===== src/verilog/rmsc_pkg.sv =====
// package for the relay multiplexer scan control block
// assumes a single 25 MHz clock and a plain register port from the host command side
`default_nettype none
package rmsc_pkg;
  localparam int NUM_CH = 64;
  localparam int BANK_SIZE = 32;
  localparam int NUM_TREE = 5;
  localparam logic [7:0] MAX_CH = 8'h3f;
  localparam logic [7:0] TREE_BASE = 8'h5a;   // tree relay channels 90..94
  localparam logic [7:0] TREE_LAST = 8'h5e;
  // tree relay bit positions within the tree vector
  localparam int TR_BANK_A_SENSE = 0;         // channel 90
  localparam int TR_BANK_B_SENSE = 1;         // channel 91
  localparam int TR_BANK_B_CURR = 2;          // channel 92
  localparam int TR_THERM_A = 3;              // channel 93
  localparam int TR_THERM_B = 4;              // channel 94
  // register offsets (word index = byte address / 4)
  localparam logic [7:0] OFS_CMD = 8'h00;
  localparam logic [7:0] OFS_CFG = 8'h04;
  localparam logic [7:0] OFS_COUNT = 8'h08;
  localparam logic [7:0] OFS_LIST = 8'h0c;
  localparam logic [7:0] OFS_STATUS = 8'h10;
  localparam logic [7:0] OFS_CH_LO = 8'h14;
  localparam logic [7:0] OFS_CH_HI = 8'h18;
  localparam logic [7:0] OFS_TREE = 8'h1c;
  localparam logic [7:0] OFS_CTRL = 8'h20;
  // command codes in CMD[31:24], channel in CMD[7:0]
  localparam logic [7:0] CMD_CLOSE = 8'h01;
  localparam logic [7:0] CMD_OPEN = 8'h02;
  localparam logic [7:0] CMD_RESET = 8'h03;
  localparam logic [7:0] CMD_INIT = 8'h04;
  localparam logic [7:0] CMD_ABORT = 8'h05;
  // reset count, last scan list position and dwell timing
  localparam logic [15:0] RST_COUNT = 16'h0001;
  localparam logic [5:0] LIST_ENTRIES = 6'h3f;
  localparam int STEP_NS = 1000;              // dwell per scanned channel
  localparam int CLK_NS = 40;
  localparam int STEP_CYC = (STEP_NS + CLK_NS - 1) / CLK_NS;
  localparam logic [7:0] STEP_CYC_W = 8'(STEP_CYC);

  typedef enum logic [1:0] {
    RMSC_TRIG_IMM = 2'h0,
    RMSC_TRIG_BUS = 2'h1,
    RMSC_TRIG_EXT = 2'h2
  } rmsc_trig_e;

  typedef enum logic [1:0] {
    RMSC_MODE_NONE = 2'h0,
    RMSC_MODE_RES2 = 2'h1,
    RMSC_MODE_RES4 = 2'h2,
    RMSC_MODE_TEMP = 2'h3
  } rmsc_mode_e;

  typedef enum logic {
    RMSC_PORT_NONE = 1'b0,
    RMSC_PORT_ANALOG_BUS_PORT = 1'b1
  } rmsc_port_e;

  typedef struct packed {
    rmsc_trig_e trig_src;
    logic       cont_init;
    logic       trig_out_en;
    rmsc_mode_e scan_mode;
    rmsc_port_e analog_bus_port;
  } rmsc_cfg_s;

  localparam rmsc_cfg_s RST_CFG = '{RMSC_TRIG_IMM, 1'b0, 1'b0, RMSC_MODE_NONE, RMSC_PORT_NONE};
  localparam int CFG_W = $bits(rmsc_cfg_s);

  typedef enum logic [2:0] {
    RMSC_IDLE  = 3'b001,
    RMSC_WAIT  = 3'b010,
    RMSC_DWELL = 3'b100
  } rmsc_state_e;
endpackage
`default_nettype wire


===== src/verilog/rmsc_top.sv =====
// relay state and scan control for a 64-channel three-wire multiplexer
// assumes one clock, host command writes over a plain register port, read data one cycle later
//
// Implementation choices: the register offsets and strobed register access.
`default_nettype none

// Notes on behaviour
// - power-on or reset command opens all 64 channels and tree relays
// - reset command invalidates the stored scan list
// - reset sets scan cycle count to one
// - reset selects immediate trigger source
// - reset turns continuous initiation off
// - reset disables trigger output
// - reset sets scan mode to none
// - reset sets scan port to none
// - closed tree relay stays closed until open, reset or power loss
// - with analog bus port, scan closes the suitable tree relays itself
// - tree 90 joins bus sense lines to bank A channels 00-31
// - tree 91 sense and tree 92 current lines join bank B 32-63
// - tree 93 joins thermistor to bank A sense side
// - tree 94 joins thermistor to bank B current side
// - any channel can be closed or opened individually
// - only analog bus port lets scan drive trees 90-92
// - four-wire scan pairs bank A channel with channel 32 higher
module rmsc_top (
  input  wire logic                        clk_sys,
  input  wire logic                        resetn,
  input  wire logic [7:0]                  addr,
  input  wire logic [31:0]                 wdata,
  input  wire logic                        wr_en,
  input  wire logic                        rd_en,
  input  wire logic                        ext_trig,
  output logic      [31:0]                 rdata,
  output logic      [rmsc_pkg::NUM_CH-1:0] ch_drive,
  output logic      [rmsc_pkg::NUM_TREE-1:0] tree_drive,
  output logic                             trig_out,
  output logic                             scan_busy
);
  localparam int NC = rmsc_pkg::NUM_CH;
  localparam int NT = rmsc_pkg::NUM_TREE;

  // user (switched) relay state and scan-driven state are kept apart so a scan
  // never disturbs what the host closed by hand
  logic [NC-1:0] ch_reg, ch_next;
  logic [NT-1:0] tree_reg, tree_next;
  logic [NC-1:0] scan_ch_reg, scan_ch_next;
  logic [NT-1:0] scan_tree_reg, scan_tree_next;
  rmsc_pkg::rmsc_cfg_s cfg_reg, cfg_next;
  logic [15:0] count_reg, count_next;
  logic [NC-1:0] list_reg, list_next;
  logic list_valid_reg, list_valid_next;
  rmsc_pkg::rmsc_state_e state_reg, state_next;
  logic [5:0] pos_reg, pos_next;
  logic [15:0] pass_reg, pass_next;
  logic [7:0] dwell_reg, dwell_next;
  logic bus_trig_reg, bus_trig_next;
  logic trig_out_reg, trig_out_next;
  logic done_reg, done_next;
  logic [31:0] rdata_reg, rdata_next;

  logic [7:0] cmd_op;
  logic [7:0] cmd_ch;
  logic cmd_wr;
  logic is_chan;
  logic is_tree;
  logic [2:0] tree_idx;
  logic trig_ok;
  logic four_wire;

  assign cmd_op = wdata[31:24];
  assign cmd_ch = wdata[7:0];
  assign cmd_wr = wr_en && (addr == rmsc_pkg::OFS_CMD);
  assign is_chan = (cmd_ch <= rmsc_pkg::MAX_CH);
  assign is_tree = (cmd_ch >= rmsc_pkg::TREE_BASE) && (cmd_ch <= rmsc_pkg::TREE_LAST);
  assign tree_idx = 3'(cmd_ch - rmsc_pkg::TREE_BASE);
  assign four_wire = (cfg_reg.scan_mode == rmsc_pkg::RMSC_MODE_RES4);

  // next relay and configuration state
  always_comb begin
    ch_next = ch_reg;
    tree_next = tree_reg;
    cfg_next = cfg_reg;
    count_next = count_reg;
    list_next = list_reg;
    list_valid_next = list_valid_reg;
    bus_trig_next = 1'b0;
    if (cmd_wr) begin
      case (cmd_op)
        rmsc_pkg::CMD_CLOSE: begin
          if (is_chan) ch_next[cmd_ch[5:0]] = 1'b1;
          if (is_tree) tree_next[tree_idx] = 1'b1;
        end
        rmsc_pkg::CMD_OPEN: begin
          if (is_chan) ch_next[cmd_ch[5:0]] = 1'b0;
          if (is_tree) tree_next[tree_idx] = 1'b0;
        end
        rmsc_pkg::CMD_RESET: begin
          ch_next = '0;
          tree_next = '0;
          list_valid_next = 1'b0;
          count_next = rmsc_pkg::RST_COUNT;
          cfg_next = rmsc_pkg::RST_CFG;
        end
        default: begin
        end
      endcase
    end
    if (wr_en && addr == rmsc_pkg::OFS_CFG) cfg_next = wdata[rmsc_pkg::CFG_W-1:0];
    if (wr_en && addr == rmsc_pkg::OFS_COUNT) count_next = wdata[15:0];
    if (wr_en && addr == rmsc_pkg::OFS_LIST) begin
      list_next[wdata[5:0]] = wdata[8];
      list_valid_next = 1'b1;
    end
    if (wr_en && addr == rmsc_pkg::OFS_CTRL) bus_trig_next = wdata[0];
  end

  always_ff @(posedge clk_sys or negedge resetn) begin
    if (!resetn) begin
      ch_reg <= '0;
      tree_reg <= '0;
      cfg_reg <= rmsc_pkg::RST_CFG;
      count_reg <= rmsc_pkg::RST_COUNT;
      list_reg <= '0;
      list_valid_reg <= 1'b0;
      bus_trig_reg <= 1'b0;
    end else begin
      ch_reg <= ch_next;
      tree_reg <= tree_next;
      cfg_reg <= cfg_next;
      count_reg <= count_next;
      list_reg <= list_next;
      list_valid_reg <= list_valid_next;
      bus_trig_reg <= bus_trig_next;
    end
  end

  // scan sequencer
  always_comb begin
    case (cfg_reg.trig_src)
      rmsc_pkg::RMSC_TRIG_IMM: trig_ok = 1'b1;
      rmsc_pkg::RMSC_TRIG_BUS: trig_ok = bus_trig_reg;
      rmsc_pkg::RMSC_TRIG_EXT: trig_ok = ext_trig;
      default: trig_ok = 1'b0;
    endcase
  end

  always_comb begin
    state_next = state_reg;
    pos_next = pos_reg;
    pass_next = pass_reg;
    dwell_next = dwell_reg;
    scan_ch_next = scan_ch_reg;
    scan_tree_next = scan_tree_reg;
    trig_out_next = 1'b0;
    done_next = done_reg;
    if (rd_en && addr == rmsc_pkg::OFS_STATUS) done_next = 1'b0;
    case (state_reg)
      rmsc_pkg::RMSC_IDLE: begin
        if (cmd_wr && cmd_op == rmsc_pkg::CMD_INIT && list_valid_reg) begin
          pos_next = '0;
          pass_next = 16'h0001;
          state_next = rmsc_pkg::RMSC_WAIT;
        end
      end
      rmsc_pkg::RMSC_WAIT: begin
        scan_ch_next = '0;
        scan_tree_next = '0;
        if (!list_reg[pos_reg] || (four_wire && pos_reg[5])) begin
          if (pos_reg == rmsc_pkg::LIST_ENTRIES) begin
            if (cfg_reg.cont_init || pass_reg < count_reg) begin
              pass_next = 16'(pass_reg + 16'h0001);
              pos_next = '0;
            end else begin
              state_next = rmsc_pkg::RMSC_IDLE;
              done_next = 1'b1;
            end
          end else begin
            pos_next = 6'(pos_reg + 6'h01);
          end
        end else if (trig_ok) begin
          scan_ch_next[pos_reg] = 1'b1;
          if (four_wire) scan_ch_next[pos_reg + 6'(rmsc_pkg::BANK_SIZE)] = 1'b1;
          if (cfg_reg.analog_bus_port == rmsc_pkg::RMSC_PORT_ANALOG_BUS_PORT) begin
            if (!pos_reg[5]) scan_tree_next[rmsc_pkg::TR_BANK_A_SENSE] = 1'b1;
            else scan_tree_next[rmsc_pkg::TR_BANK_B_SENSE] = 1'b1;
            if (four_wire) scan_tree_next[rmsc_pkg::TR_BANK_B_CURR] = 1'b1;
          end
          trig_out_next = cfg_reg.trig_out_en;
          dwell_next = rmsc_pkg::STEP_CYC_W;
          state_next = rmsc_pkg::RMSC_DWELL;
        end
      end
      rmsc_pkg::RMSC_DWELL: begin
        if (dwell_reg == 8'h01) begin
          state_next = rmsc_pkg::RMSC_WAIT;
          if (pos_reg == rmsc_pkg::LIST_ENTRIES) begin
            if (cfg_reg.cont_init || pass_reg < count_reg) begin
              pass_next = 16'(pass_reg + 16'h0001);
              pos_next = '0;
            end else begin
              state_next = rmsc_pkg::RMSC_IDLE;
              done_next = 1'b1;
              scan_ch_next = '0;
              scan_tree_next = '0;
            end
          end else begin
            pos_next = 6'(pos_reg + 6'h01);
          end
        end else begin
          dwell_next = 8'(dwell_reg - 8'h01);
        end
      end
      default: state_next = rmsc_pkg::RMSC_IDLE;
    endcase
    if (cmd_wr && (cmd_op == rmsc_pkg::CMD_ABORT || cmd_op == rmsc_pkg::CMD_RESET)) begin
      state_next = rmsc_pkg::RMSC_IDLE;
      scan_ch_next = '0;
      scan_tree_next = '0;
    end
  end

  always_ff @(posedge clk_sys or negedge resetn) begin
    if (!resetn) begin
      state_reg <= rmsc_pkg::RMSC_IDLE;
      pos_reg <= '0;
      pass_reg <= '0;
      dwell_reg <= '0;
      scan_ch_reg <= '0;
      scan_tree_reg <= '0;
      trig_out_reg <= 1'b0;
      done_reg <= 1'b0;
    end else begin
      state_reg <= state_next;
      pos_reg <= pos_next;
      pass_reg <= pass_next;
      dwell_reg <= dwell_next;
      scan_ch_reg <= scan_ch_next;
      scan_tree_reg <= scan_tree_next;
      trig_out_reg <= trig_out_next;
      done_reg <= done_next;
    end
  end

  // read port and registered relay drive
  always_comb begin
    rdata_next = '0;
    if (rd_en) begin
      case (addr)
        rmsc_pkg::OFS_CFG: rdata_next = 32'(cfg_reg);
        rmsc_pkg::OFS_COUNT: rdata_next = 32'(count_reg);
        rmsc_pkg::OFS_STATUS: rdata_next = {16'h0000, pass_reg[7:0], 2'b00, pos_reg} |
          {29'h0, list_valid_reg, done_reg, state_reg != rmsc_pkg::RMSC_IDLE} << 24;
        rmsc_pkg::OFS_CH_LO: rdata_next = ch_drive[31:0];
        rmsc_pkg::OFS_CH_HI: rdata_next = ch_drive[63:32];
        rmsc_pkg::OFS_TREE: rdata_next = 32'(tree_drive);
        default: rdata_next = '0;
      endcase
    end
  end

  always_ff @(posedge clk_sys or negedge resetn) begin
    if (!resetn) begin
      rdata <= '0;
      ch_drive <= '0;
      tree_drive <= '0;
      trig_out <= 1'b0;
      scan_busy <= 1'b0;
    end else begin
      rdata <= rdata_next;
      ch_drive <= ch_next | scan_ch_next;
      tree_drive <= tree_next | scan_tree_next;
      trig_out <= trig_out_reg;
      scan_busy <= (state_next != rmsc_pkg::RMSC_IDLE);
    end
  end
endmodule // rmsc_top
`default_nettype wire


===== config.mk =====
export PLATFORM = sky130hd
export DESIGN_NAME = rmsc_top
export DESIGN_NICKNAME = d
export VERILOG_FILES = /design/src/verilog/rmsc_pkg.sv /design/src/verilog/rmsc_top.sv
export SDC_FILE = /design/constraint.sdc
export NUM_CORES = 1
export LEC_CHECK = 0
export BUFFER_PORTS_ARGS = -buffer_cell sky130_fd_sc_hd__buf_2
export CORE_MARGIN = 4
export CORE_UTILIZATION = 35
export DETAILED_ROUTE_END_ITERATION = 8
export GPL_TIMING_DRIVEN = 0
export PLACE_DENSITY = 0.56
export REMOVE_ABC_BUFFERS = 1
export SLEW_MARGIN = 25
export SYNTH_ARGS = -nofsm -noshare
export SYNTH_HDL_FRONTEND = slang
export SYNTH_SLANG_ARGS = --single-unit

===== constraint.sdc =====
create_clock -name clk_sys -period 3.9 [get_ports clk_sys]
set_clock_uncertainty 0.15 [all_clocks]
set_input_delay 0.78 -clock clk_sys [delete_from_list [all_inputs] [get_ports clk_sys]]
set_output_delay 0.78 -clock clk_sys [all_outputs]
set_load 0.01 [all_outputs]

* Yosys cells after proc, flatten, opt, wreduce, memory -nomap -nowiden
Index checks and enable logic that the tools add are counted.
W data, S select, Z words.
** Operators by class
- Eq/ne operators :: 29
- Reduce and logical (&&, ||, !) cells :: 34
- Order comparisons :: 12
- Bitwise logic cells :: 10
- Mux-type cells :: 86
- $add $sub $neg :: 5
** Operators by type and width (number)
- $mux W64 :: 10
- $or A64 B64 Y64 :: 3
- $pmux W32 S6 :: 1
- $pmux W64 S3 :: 1
- $mux W16 :: 8
- $pmux W64 S2 :: 1
- $and A64 B64 Y64 :: 1
- $bwmux W64 :: 1
- $not A64 Y64 :: 1
- $pmux W16 S3 :: 1
- $mux W5 :: 7
- $eq A8 B5 Y1 const B :: 4
- $mux W32 :: 1
- $mux W3 :: 10
- $mux W6 :: 5
- $or A16 B27 Y27 :: 1
- $eq A8 B3 Y1 const B :: 3
- $mux W8 :: 3
- $lt A6 B7 Y1 const B :: 3
- $mux W7 :: 3
- $mux W1 :: 20
- $demux W1 S6 :: 3
- $ge A6 B1 Y1 const B :: 3
- $pmux W6 S3 :: 1
- 44 further kinds :: 81
** Storage, ports and cells
- Logic and storage cells :: 200
- Bits of input ports :: 45
- Register bits :: 365

* Logic depth before layout (Yosys ltp)
Gate-level depths: netlist of run 1.
- Depth after elaboration :: 12
- Depth in mapped cells :: 13
- Mapped depth without buffers :: 9

* Worst setup path before layout of run 1
No wires, ideal clock.
- Path type :: in2reg
- Start :: in addr[4]
- End :: reg scan_ch_reg[60]
- Required time :: 3.628 ns
- Setup time :: 0.122 ns
- Arrival :: 2.842 ns
- Stages :: 9
- Path buffers :: 3
- Slack :: 0.786 ns
- Cells stage by stage :: or4b_1 nor3_4 nand4_4 and2_1 clkbuf_1 and2_1 buf_2 buf_2 a32o_1
** Between the ends
- Word-level cells in the longest chain between the ends :: 4
** RTL lines
- start: declaration :: RTL line rmsc_top.sv:28 : input wire logic [7:0] addr,
- $logic_not A8 Y1 :: RTL line rmsc_top.sv:72 : assign cmd_wr = wr_en && (addr == rmsc_pkg::OFS_CMD);
- $logic_and A1 B1 Y1 :: RTL line rmsc_top.sv:72
- $logic_and A1 B1 Y1 :: RTL line rmsc_top.sv:215 : if (cmd_wr && (cmd_op == rmsc_pkg::CMD_ABORT || cmd_op == rmsc_pkg::CMD_RESET)) begin
- $mux W64 :: RTL line rmsc_top.sv:215
- via scan_ch_next[60] :: RTL line rmsc_top.sv:46 : logic [NC-1:0] scan_ch_reg, scan_ch_next;
- end signal: assignment :: RTL line rmsc_top.sv:237 : scan_ch_reg <= scan_ch_next;
- end: declaration :: RTL line rmsc_top.sv:46
The timed path passes the listed nets, and every way through them passes these cells.
A chain may end at the register's enable or synchronous reset.

* Worst setup path in the final report of run 1
- Start :: reg pos_reg[0]
- End :: reg ch_drive[44] (netlist name)
** Between the ends
- Word-level cells in the longest chain between the ends :: 12
- Elaborated cells between the ends (all ways) :: 25
- Those cells by class :: add/sub: 1; order compare: 4; eq/ne: 1; mux: 13; bitwise: 2; reduce/logical: 4
** RTL lines
- start: declaration :: RTL line rmsc_top.sv:53 : logic [5:0] pos_reg, pos_next;
- start signal: assignment :: RTL line rmsc_top.sv:234 : pos_reg <= pos_next;
- $add A6 B6 Y6 :: RTL line rmsc_top.sv:182 : if (four_wire) scan_ch_next[pos_reg + 6'(rmsc_pkg::BANK_SIZE)] = 1'b1;
- $lt A6 B7 Y1 (not written as such) / $ge A6 B1 Y1 (equally long branches) :: RTL line rmsc_top.sv:182
- $logic_and A1 B1 Y1 (not written as such) :: RTL line rmsc_top.sv:182
- $mux W1 (not written as such) :: RTL line rmsc_top.sv:182
- $demux W1 S6 :: RTL line rmsc_top.sv:182
- $or A64 B64 Y64 (no source line)
- $mux W64 :: RTL line rmsc_top.sv:182
- $mux W64 :: RTL line rmsc_top.sv:180 : end else if (trig_ok) begin
- $mux W64 :: RTL line rmsc_top.sv:168 : if (!list_reg[pos_reg] || (four_wire && pos_reg[5])) begin
- $pmux W64 S2 (*) :: RTL line rmsc_top.sv:157 : case (state_reg)
- $mux W64 (*) :: RTL line rmsc_top.sv:215
- $or A64 B64 Y64 (*) :: RTL line rmsc_top.sv:270 : ch_drive <= ch_next | scan_ch_next;
- end signal: assignment :: RTL line rmsc_top.sv:270
- end: declaration :: RTL line rmsc_top.sv:34 : output logic [rmsc_pkg::NUM_CH-1:0] ch_drive,
Mark *: on every way between the ends. The rest lies on a longest branch, timed or not. The select of a mux whose other input is x is not followed.

==> metrics, run 1 <==
worst vdd ir 0.2568 mV; antenna violations before repair 7; Starting Density 35.57%; Gate power share 3.3%; initial drt markers 1341; LEAKAGE 9.328 nW; num rows 81; nets 1872; slack of the critical path 0.01255 ns; P_int 6.269 mW; Worst-Skew Late Latency 0.57 ns; CORE AREA 49150 um^2; Final period util 99.68%; Ant. Diodes 0; CP arrival 4.13 ns; Mapped Cells 1712; post-route minimum period 3.887 ns; NetSw 1.842 mW; CP endpoint kind register; Syn-to-layout area delta 18.02%; Max clock buf depth 3; final hold violation count 0; Reg power frac 47.1%; Hold Crit Class register to register; Area contributors post-synth dfrtp_1, nand2_1, mux2_2; Slew @ Worst Pin 1.061 ns; Core Util, Final 41.98%; sequential area share after synthesis 52.25%; drc violations 0; asr flop ratio synth 100.0%; Worst slew margin 29.25%; clock power share 49.6%; Die H 231.5 um; vias in the first global route 14080; status finished, final reports clean; post-route ant nets 0; Finish-stage setup viols 0; Fillers 4743; Die Span X 231.5 um; Min Hold Slack 0.1934 ns; full die area 53600 um^2; EDFF count, synth 0; Peak Freq 0.2572 GHz; first-pass GRT wire length 90.45 mm; Yosys top cell by area dfrtp_1; CP startpoint kind register; drt pass-1 iters 7; setup TNS 0 ns; critical-path maximum fanout 44; Max Cap Violations 0; Synth Warn # 0; Sw Share 22.71%; post-DR vias/cell 5.869; Pwr Density 393.0 nW/um^2; GR Overflow Total 0; Max Slew Vio Count 0; number of CTS-inserted buffers 41; RSZ-0062 raised after global routing no; Reg clk slew, reported paths 0.06 ns; Post-Route WL 59.99 mm; CTS Sinks 365; Worst EP required 4.14 ns; H-Tree Depth 2; Seq cells post-synth 365; most frequent cells in the layout dfrtp_1, nand2_1, buf_2; PortBufs 139; Post-Syn Area 17490 um^2; Total GRT Usage 21.90%; vias 14680; syn_area_per_cell 10.21 um^2; ys flop type dfrtp_1; Distinct cells, synth 82; share of layout cells above drive strength 1 21.55%; post-place setup slack -1.250 ns; CTS root buffer clkbuf_16; worst setup path class register to register; DR WL/cell 23.98 um; RD Place Congestion 0.9111; Ports 148; DP Wirelength 41.29 mm; post-synth top area share 51.95%; commonest non-fill, non-tap cell in the layout dfrtp_1; largest net degree at the start of global routing 94; CTS tree done
Yosys cell counts, types with 31 or more instances:
master / count
clkbuf_1: 92
mux2i_1: 31
dfrtp_1: 363
nand3_1: 50
nand2_1: 217
a31oi_1: 56
or3_1: 54
o21ai_0: 84
a21oi_1: 76
mux2_2: 67
a32o_1: 38
o31ai_1: 52
inv_1: 50
nor2_1: 84
worst max-delay path, stage by stage, from the launching register on:
cell and delay (ns):
dfrtp_2 0.61, buf_12 0.25, mux2i_1 0.11, mux4_2 0.49, a32oi_1 0.33, a22oi_2 0.24
a31oi_4 0.32, nand3_4 0.28, buf_12 0.30, o31ai_1 0.57
repair_timing:
item                                    CTS  global route
endpoints found under the hold margin    33             0
cloned                                    1             0
pin swaps                                 2             4
buffers inserted                          5             7
resized for setup                         7             1
hold buffers                              1             0
endpoints found under the setup margin  170            25
area by class of cell:
cell class,instances,area [um^2],area share [%]
multi-input cells,1159,7741,37.51
clock inverters,16,219.0,1.061
inverters,50,195.2,0.9459
flip-flops and latches,365,9145,44.32
well taps,664,830.8,4.026
repair buffers,191,1349,6.536
clock buffers,57,1156,5.602
kinds of logic (layout without fill, tap and decap cells):
group / after synthesis / in the layout / synth area share [%]
and+or+nand+nor: 561 / 561 / 16.03
xor gates and xnor gates: 7 / 7 / 0.3506
DFF: 365 / 365 / 52.25
AOI/OAI and AO/OA: 468 / 469 / 18.88
adders and majority gates: 19 / 19 / 1.360
buffers and inverters: 189 / 314 / 4.394
muxes: 103 / 103 / 6.733
routing by layer:
layer | global-route usage [%] | share of wire [%]
met1 | 30.30 | 43
met2 | 34.10 | 45
met3 | 4.818 | 8.1
met4 | 7.611 | 3.5
met5 | 0 | 0.040
power by group through the flow:
stage               logic (mW)  clock network [mW]  registers [mW]
floorplan               0.0735                   0            3.88
global placement         0.243                   0            3.89
detailed placement       0.270                   0            3.89
CTS                      0.272                4.09            3.82
global route             0.300                4.24            3.82
finish                   0.271                4.02            3.82
stage by stage:
stage | instances | area, um^2 | power, mW
floorplan | 1573 | 16910 | 3.952
global placement | 2376 | 18430 | 4.131
detailed placement | 2415 | 19100 | 4.156
CTS | 2495 | 20560 | 8.180
global route | 2502 | 20640 | 8.359
finish | 2502 | 20640 | 8.111
worst paths after layout:
path                                         from                       end  cells past startpoint  slack, ns
setup / recovery           pos_reg[0]$_DFFE_PN0P_    ch_drive[44]$_DFF_PN0_                      9       0.01
hold / removal             trig_out_reg$_DFF_PN0_        trig_out$_DFF_PN0_                      0       0.19
setup reg to reg           pos_reg[0]$_DFFE_PN0P_    ch_drive[44]$_DFF_PN0_                      9       0.01
hold reg to reg            trig_out_reg$_DFF_PN0_        trig_out$_DFF_PN0_                      0       0.19
max in group asynchronous                  resetn  count_reg[0]$_DFFE_PN1P_                      4       1.82
min in group asynchronous                  resetn      ch_reg[18]$_DFF_PN0_                      2       0.54
(Power assumes the default switching activity.)
==> inputs of run 2 (changes only) <==
--- a/config.mk
+++ b/config.mk
@@ -12,4 +12,5 @@
 export GPL_TIMING_DRIVEN = 0
 export PLACE_DENSITY = 0.56
+export RECOVER_POWER = 100
 export REMOVE_ABC_BUFFERS = 1
 export SLEW_MARGIN = 25
==> constraint.sdc (replaced) <==
create_clock -name clk_sys -period 3.9 [get_ports clk_sys]
set_clock_uncertainty 0.15 [all_clocks]
set_input_delay 0.39 -clock clk_sys [delete_from_list [all_inputs] [get_ports clk_sys]]
set_output_delay 0.39 -clock clk_sys [all_outputs]
set_load 0.01 [all_outputs]
==> metrics, run 2 (same netlist as run 1, synthesis figures left out) <==
status complete, but fails checks; failing checks max-capacitance violations, max-slew violations; share of layout cells above drive strength 1 14.53% (-7.0 points); Worst slew margin -61.28% (-91 points); Min Hold Slack 0.04691 ns (-0.1465 ns); Max clock buf depth 3 (unchanged); Total GRT Usage 21.94% (+0.037 points); Worst EP required 4.22 ns (+0.08 ns); Syn-to-layout area delta 17.25%; CTS root buffer clkbuf_16; critical-path maximum fanout 18 (-59%); GR Overflow Total 0 (unchanged); CP endpoint kind register; CP max stage delay 1.56 ns (+0.95 ns); area occupied by registers 9145 um^2 (unchanged); final hold violation count 0 (unchanged); num rows 81 (unchanged); Min-Delay Startpoint addr[0]; drt pass-1 iters 6 (-1); commonest non-fill, non-tap cell in the layout dfrtp_1; slack of the critical path 0.007165 ns (-0.005387 ns); worst setup path class primary input to register; post-place setup slack -1.250 ns (unchanged); reg2reg start pos_reg[0]$_DFFE_PN0P_; number of CTS-inserted buffers 41 (unchanged); nets 1885 (+0.69%); vias 14740 (+0.36%); CORE AREA 49150 um^2 (unchanged); antenna violations before repair 5 (-2); Pwr Density 396.3 nW/um^2 (+0.82%); Crit-path slowest cell nor2_1; Finish-stage setup viols 0 (unchanged); worst vdd ir 0.2594 mV (+1.0%); Cell Count, Final, Fillers Out 2516 (+0.56%); PortBufs 139 (unchanged); RD Place Congestion 0.9111 (unchanged); Max Slew Vio Count 53 (+53); DR WL/cell 23.87 um (-0.45%); Pwr Total 8.125 mW (+0.17%); Max Cap Violations 2 (+2); Placed Cells 2415 (unchanged); H-Tree Depth 2 (unchanged); Multi-input gate area 7685 um^2 (-0.73%); crit path cell chain dlygate4sd3_1, buf_2, nor3_1, nand2_1, nor2_1, o21ai_0, a31oi_1; vias in the first global route 14150 (+0.45%); post-route minimum period 3.893 ns (+0.005387 ns); CTS tree done; Ports 148 (unchanged); CTS Sinks 365 (unchanged); DP Wirelength 41.29 mm (unchanged); Worst-Skew Late Latency 0.58 ns (about the same); Hold Crit Class primary input to register; Starting Density 35.57% (unchanged); first-pass GRT wire length 90.67 mm (+0.24%); Reg clk slew, reported paths 0.06 ns (about the same); Final period util 99.82% (+0.14 points); Worst Setup SP addr[5]; post-route ant nets 0 (unchanged); largest net degree at the start of global routing 94 (unchanged); Post-Route WL 60.05 mm (+0.10%); most frequent cells in the layout dfrtp_1, nand2_1, clkbuf_1; Die H 231.5 um (unchanged); CP startpoint kind primary input; Fillers 4801 (+1.2%); Die Span X 231.5 um (unchanged); Peak Freq 0.2569 GHz (-0.14%); post-DR vias/cell 5.857 (-0.20%); full die area 53600 um^2 (unchanged); RSZ-0062 raised after global routing no; initial drt markers 1297 (-3.3%); Slew @ Worst Pin 2.419 ns (+1.358 ns); drc violations 0 (unchanged); CP arrival 4.22 ns (+0.09 ns); LEAKAGE 8.851 nW (-5.1%)
## run 2: final timing paths
kind | slack [ns] | depth (start not counted) | end
setup / recovery | 0.007 | 7 | rdata[24]$_DFF_PN0_
hold reg to reg | 0.19 | 0 | trig_out$_DFF_PN0_
setup reg to reg | 0.07 | 9 | ch_drive[44]$_DFF_PN0_
min in group asynchronous | 0.96 | 2 | ch_reg[18]$_DFF_PN0_
max in group asynchronous | 0.84 | 4 | count_reg[0]$_DFFE_PN1P_
hold / removal | 0.05 | 3 | bus_trig_reg$_DFF_PN0_
## run 2: worst max-delay path: cells and delay by family
kind / cells / cell delay (ns)
and+or+nand+nor: 3 / 1.99
buffers and inverters: 2 / 0.69
AOI/OAI and AO/OA: 2 / 1.12
## run 2: final cells by class
cell class	count	area share, %
antenna	1	0.01221
clock buffer	57	5.639
clock inverter	16	1.068
inverter	50	0.9520
multi-input combinational	1159	37.48
sequential	365	44.61
tap	664	4.052
timing repair buffer	204	6.188
## run 2: timing repair
action,4_1_cts,5_1_grt
hold buffers,17,0
hold endpoints to repair,273,0
endpoints found under the setup margin,170,16
pin swaps,2,1
resized for setup,7,1
gates cloned,1,0
setup buffers,5,4
## run 2: power by group
part / internal, mW / leakage, nW / total (mW) / switching [mW]
clock network: 2.41 / 0.678 / 4.03 / 1.62
logic: 0.0716 / 3.22 / 0.281 / 0.209
registers: 3.80 / 4.96 / 3.82 / 0.0160
total: 6.28 / 8.85 / 8.12 / 1.85
## run 2: metal layers
metal,vias to the layer above,routed length [um],global-route usage (%)
met5,-,17,0
met4,4,2268,7.611
met3,129,5111,4.892
met2,655,26850,34.19
met1,7416,25810,30.28
li1,6532,-,-
## run 2: per-stage QoR
stage	utilization (%)	TNS, ns	instance area (um^2)
floorplan	-	-71.33	16910
global placement	37.50	-2445.93	18430
detailed placement	38.85	-97.02	19100
CTS	42.15	0	20720
global route	41.71	0	20500
finish	41.71	0	20500
==> inputs of run 3 (changes only) <==
- ABC_AREA: unset -> 1
==> metrics, run 3 <==
PortBufs 139 (unchanged); EDFF count, synth 0 (unchanged); full die area 60710 um^2 (+13%); number of CTS-inserted buffers 44 (+7.3%); CTS root buffer clkbuf_16; Synth Warn # 0 (unchanged); initial drt markers 1618 (+25%); GR Overflow Total 0 (unchanged); Min Hold Slack 0.05263 ns (+0.005725 ns); Max Slew Vio Count 90 (+70%); Hold Crit Class primary input to register; share of layout cells above drive strength 1 8.660% (-5.9 points); Final period util 96.96% (-2.9 points); top-count cell post-synth nand2_1; first-pass GRT wire length 109.3 mm (+21%); CP startpoint kind register; Max clock buf depth 3 (unchanged); DP Wirelength 48.51 mm (+18%); failing checks max-capacitance violations, max-slew violations; LEAKAGE 11.11 nW (+26%); Commonest cells post-synth nand2_1, dfrtp_1, nand3_1, inv_1, nor2_1; sequential area share after synthesis 45.93% (-6.3 points); ys flop type dfrtp_1; hold path cells 3 (unchanged); antenna violations before repair 0 (-5); Cell Count, Final, Fillers Out 3541 (+41%); CTS Sinks 365 (unchanged); syn_area_per_cell 7.416 um^2 (-27%); Die H 246.4 um (+6.4%); post-route minimum period 3.781 ns (-0.1114 ns); Worst EP required 4.26 ns (+0.04 ns); CP arrival 4.14 ns (-0.08 ns); Post-Route WL 71.20 mm (+19%); asr flop ratio synth 100.0% (unchanged); RSZ-0062 raised after global routing no; CTS tree done; flop-to-flop setup slack 0.12 ns (+0.05 ns); post-route ant nets 0 (unchanged); H-Tree Depth 2 (unchanged); final hold violation count 0 (unchanged); drt pass-1 iters 6 (unchanged); Yosys top cell by area dfrtp_1; setup bufs post-CTS 0 (-5); largest net degree at the start of global routing 88 (-6.4%); commonest non-fill, non-tap cell in the layout nand2_1; vias 18870 (+28%); Total GRT Usage 23.19% (+1.2 points); Post-Syn Area 19890 um^2 (+14%); Mapped Cells 2682 (+57%); Starting Density 35.34% (-0.23 points); Distinct cells, synth 45 (-45%); Die Span X 246.4 um (+6.4%); Peak Freq 0.2644 GHz (+2.9%); worst setup path class register to register; num rows 87 (+7.4%); DR WL/cell 20.11 um (-16%); status complete, but fails checks; nets 2818 (+49%); most frequent cells in the layout nand2_1, dfrtp_1, nand3_1; drc violations 0 (unchanged); post-DR vias/cell 5.328 (-9.0%); RD Place Congestion 0.8901 (-2.3%); Worst-Skew Late Latency 0.58 ns (about the same); Ports 148 (unchanged); Max Cap Violations 2 (unchanged); Pwr Total 8.439 mW (+3.9%); Core Util, Final 40.66% (-1.0 points); CP endpoint kind register; Reg clk slew, reported paths 0.06 ns (about the same); Syn-to-layout area delta 15.05%; vias in the first global route 18300 (+29%); CORE AREA 56280 um^2 (+14%); Placed Cells 3451 (+43%); Worst slew margin -39.08% (+22 points); Slew @ Worst Pin 2.086 ns (-0.3329 ns); post-synth top area share 45.67% (-6.3 points); Worst Reg-to-Reg Cells 12 (+3); critical-path maximum fanout 66 (+48); Seq cells post-synth 365 (unchanged); Area contributors post-synth dfrtp_1, nand2_1, nand3_1; worst vdd ir 0.2571 mV (-0.90%); Pwr Density 368.8 nW/um^2 (-6.9%); Finish-stage setup viols 0 (unchanged)
-- run 3: final cells by class --
cell class	instances	area [um^2]
Clock inverter	8	115.1
Inverter	285	1085
Clock buffer	67	1349
Timing Repair Buffer	190	1240
Sequential cell	365	9138
Fill cell	5884	33390
Antenna cell	2	5.005
Tap cell	756	945.9
Multi-Input combinational cell	1868	9006
-- run 3: per-layer routing --
layer  routed length (um)  vias to the layer above  track usage (%)
li1                     -                     8927                -
met1                30760                     9108            31.26
met2                32480                      675            37.09
met3                 5488                      157            4.811
met4                 2461                        0            8.326
met5                    0                        -                0
-- run 3: final timing paths --
path | startpoint | endpoint
setup / recovery | pos_reg[5]$_DFFE_PN0P_ | ch_drive[62]$_DFF_PN0_
hold / removal | wdata[1] | cfg_reg[1]$_DFFE_PN0P_
setup reg to reg | pos_reg[5]$_DFFE_PN0P_ | ch_drive[62]$_DFF_PN0_
hold reg to reg | trig_out_reg$_DFF_PN0_ | trig_out$_DFF_PN0_
max in group asynchronous | resetn | ch_drive[53]$_DFF_PN0_
min in group asynchronous | resetn | dwell_reg[2]$_DFFE_PN0P_
-- run 3: power breakdown --
group	switching [mW]	internal [mW]	leakage, nW
registers	0.0142	3.81	4.90
clock network	1.68	2.56	0.727
logic	0.295	0.0793	5.48
-- run 3: critical path, cell delays in order, from the launching register on --
cell and delay, ns:
dfrtp_1 0.74, inv_1 0.31, nor3_2 0.57, o21ai_1 0.22
nand2_1 0.15, nor2_1 0.10, nand2_8 0.39, nand3_1 0.19
nor2_1 0.44, nand2_1 0.19, nand2_1 0.10, nand2_1 0.06
nand2_1 0.07
-- run 3: stage by stage --
step | setup TNS (ns) | instance area (um^2) | setup WS (ns)
finish | 0 | 22880 | 0.1185
global route | 0 | 22880 | 0.01150
CTS | 0 | 23210 | 0.2549
detailed placement | -1.779 | 21600 | -0.2265
global placement | -2910.99 | 20800 | -6.031
floorplan | -223.23 | 19160 | -2.014
-- run 3: cells by family after synthesis --
group | after synthesis | synth area share (%)
AND/OR/NAND/NOR | 1365 | 30.18
buffers and inverters | 449 | 9.084
adder cells (fa/ha/maj) | 19 | 1.195
XOR/XNOR | 22 | 0.9687
AO/OA/AOI/OAI | 462 | 12.64
flip-flops | 365 | 45.93
-- run 3: timing repair --
| action | 4_1_cts | 5_1_grt |
|---|---|---|
| endpoints found under the hold margin | 69 | 0 |
| endpoints found under the setup margin | 13 | 1 |
| resized for setup | 4 | 1 |
| gates cloned | 0 | 0 |
| hold buffers | 13 | 0 |
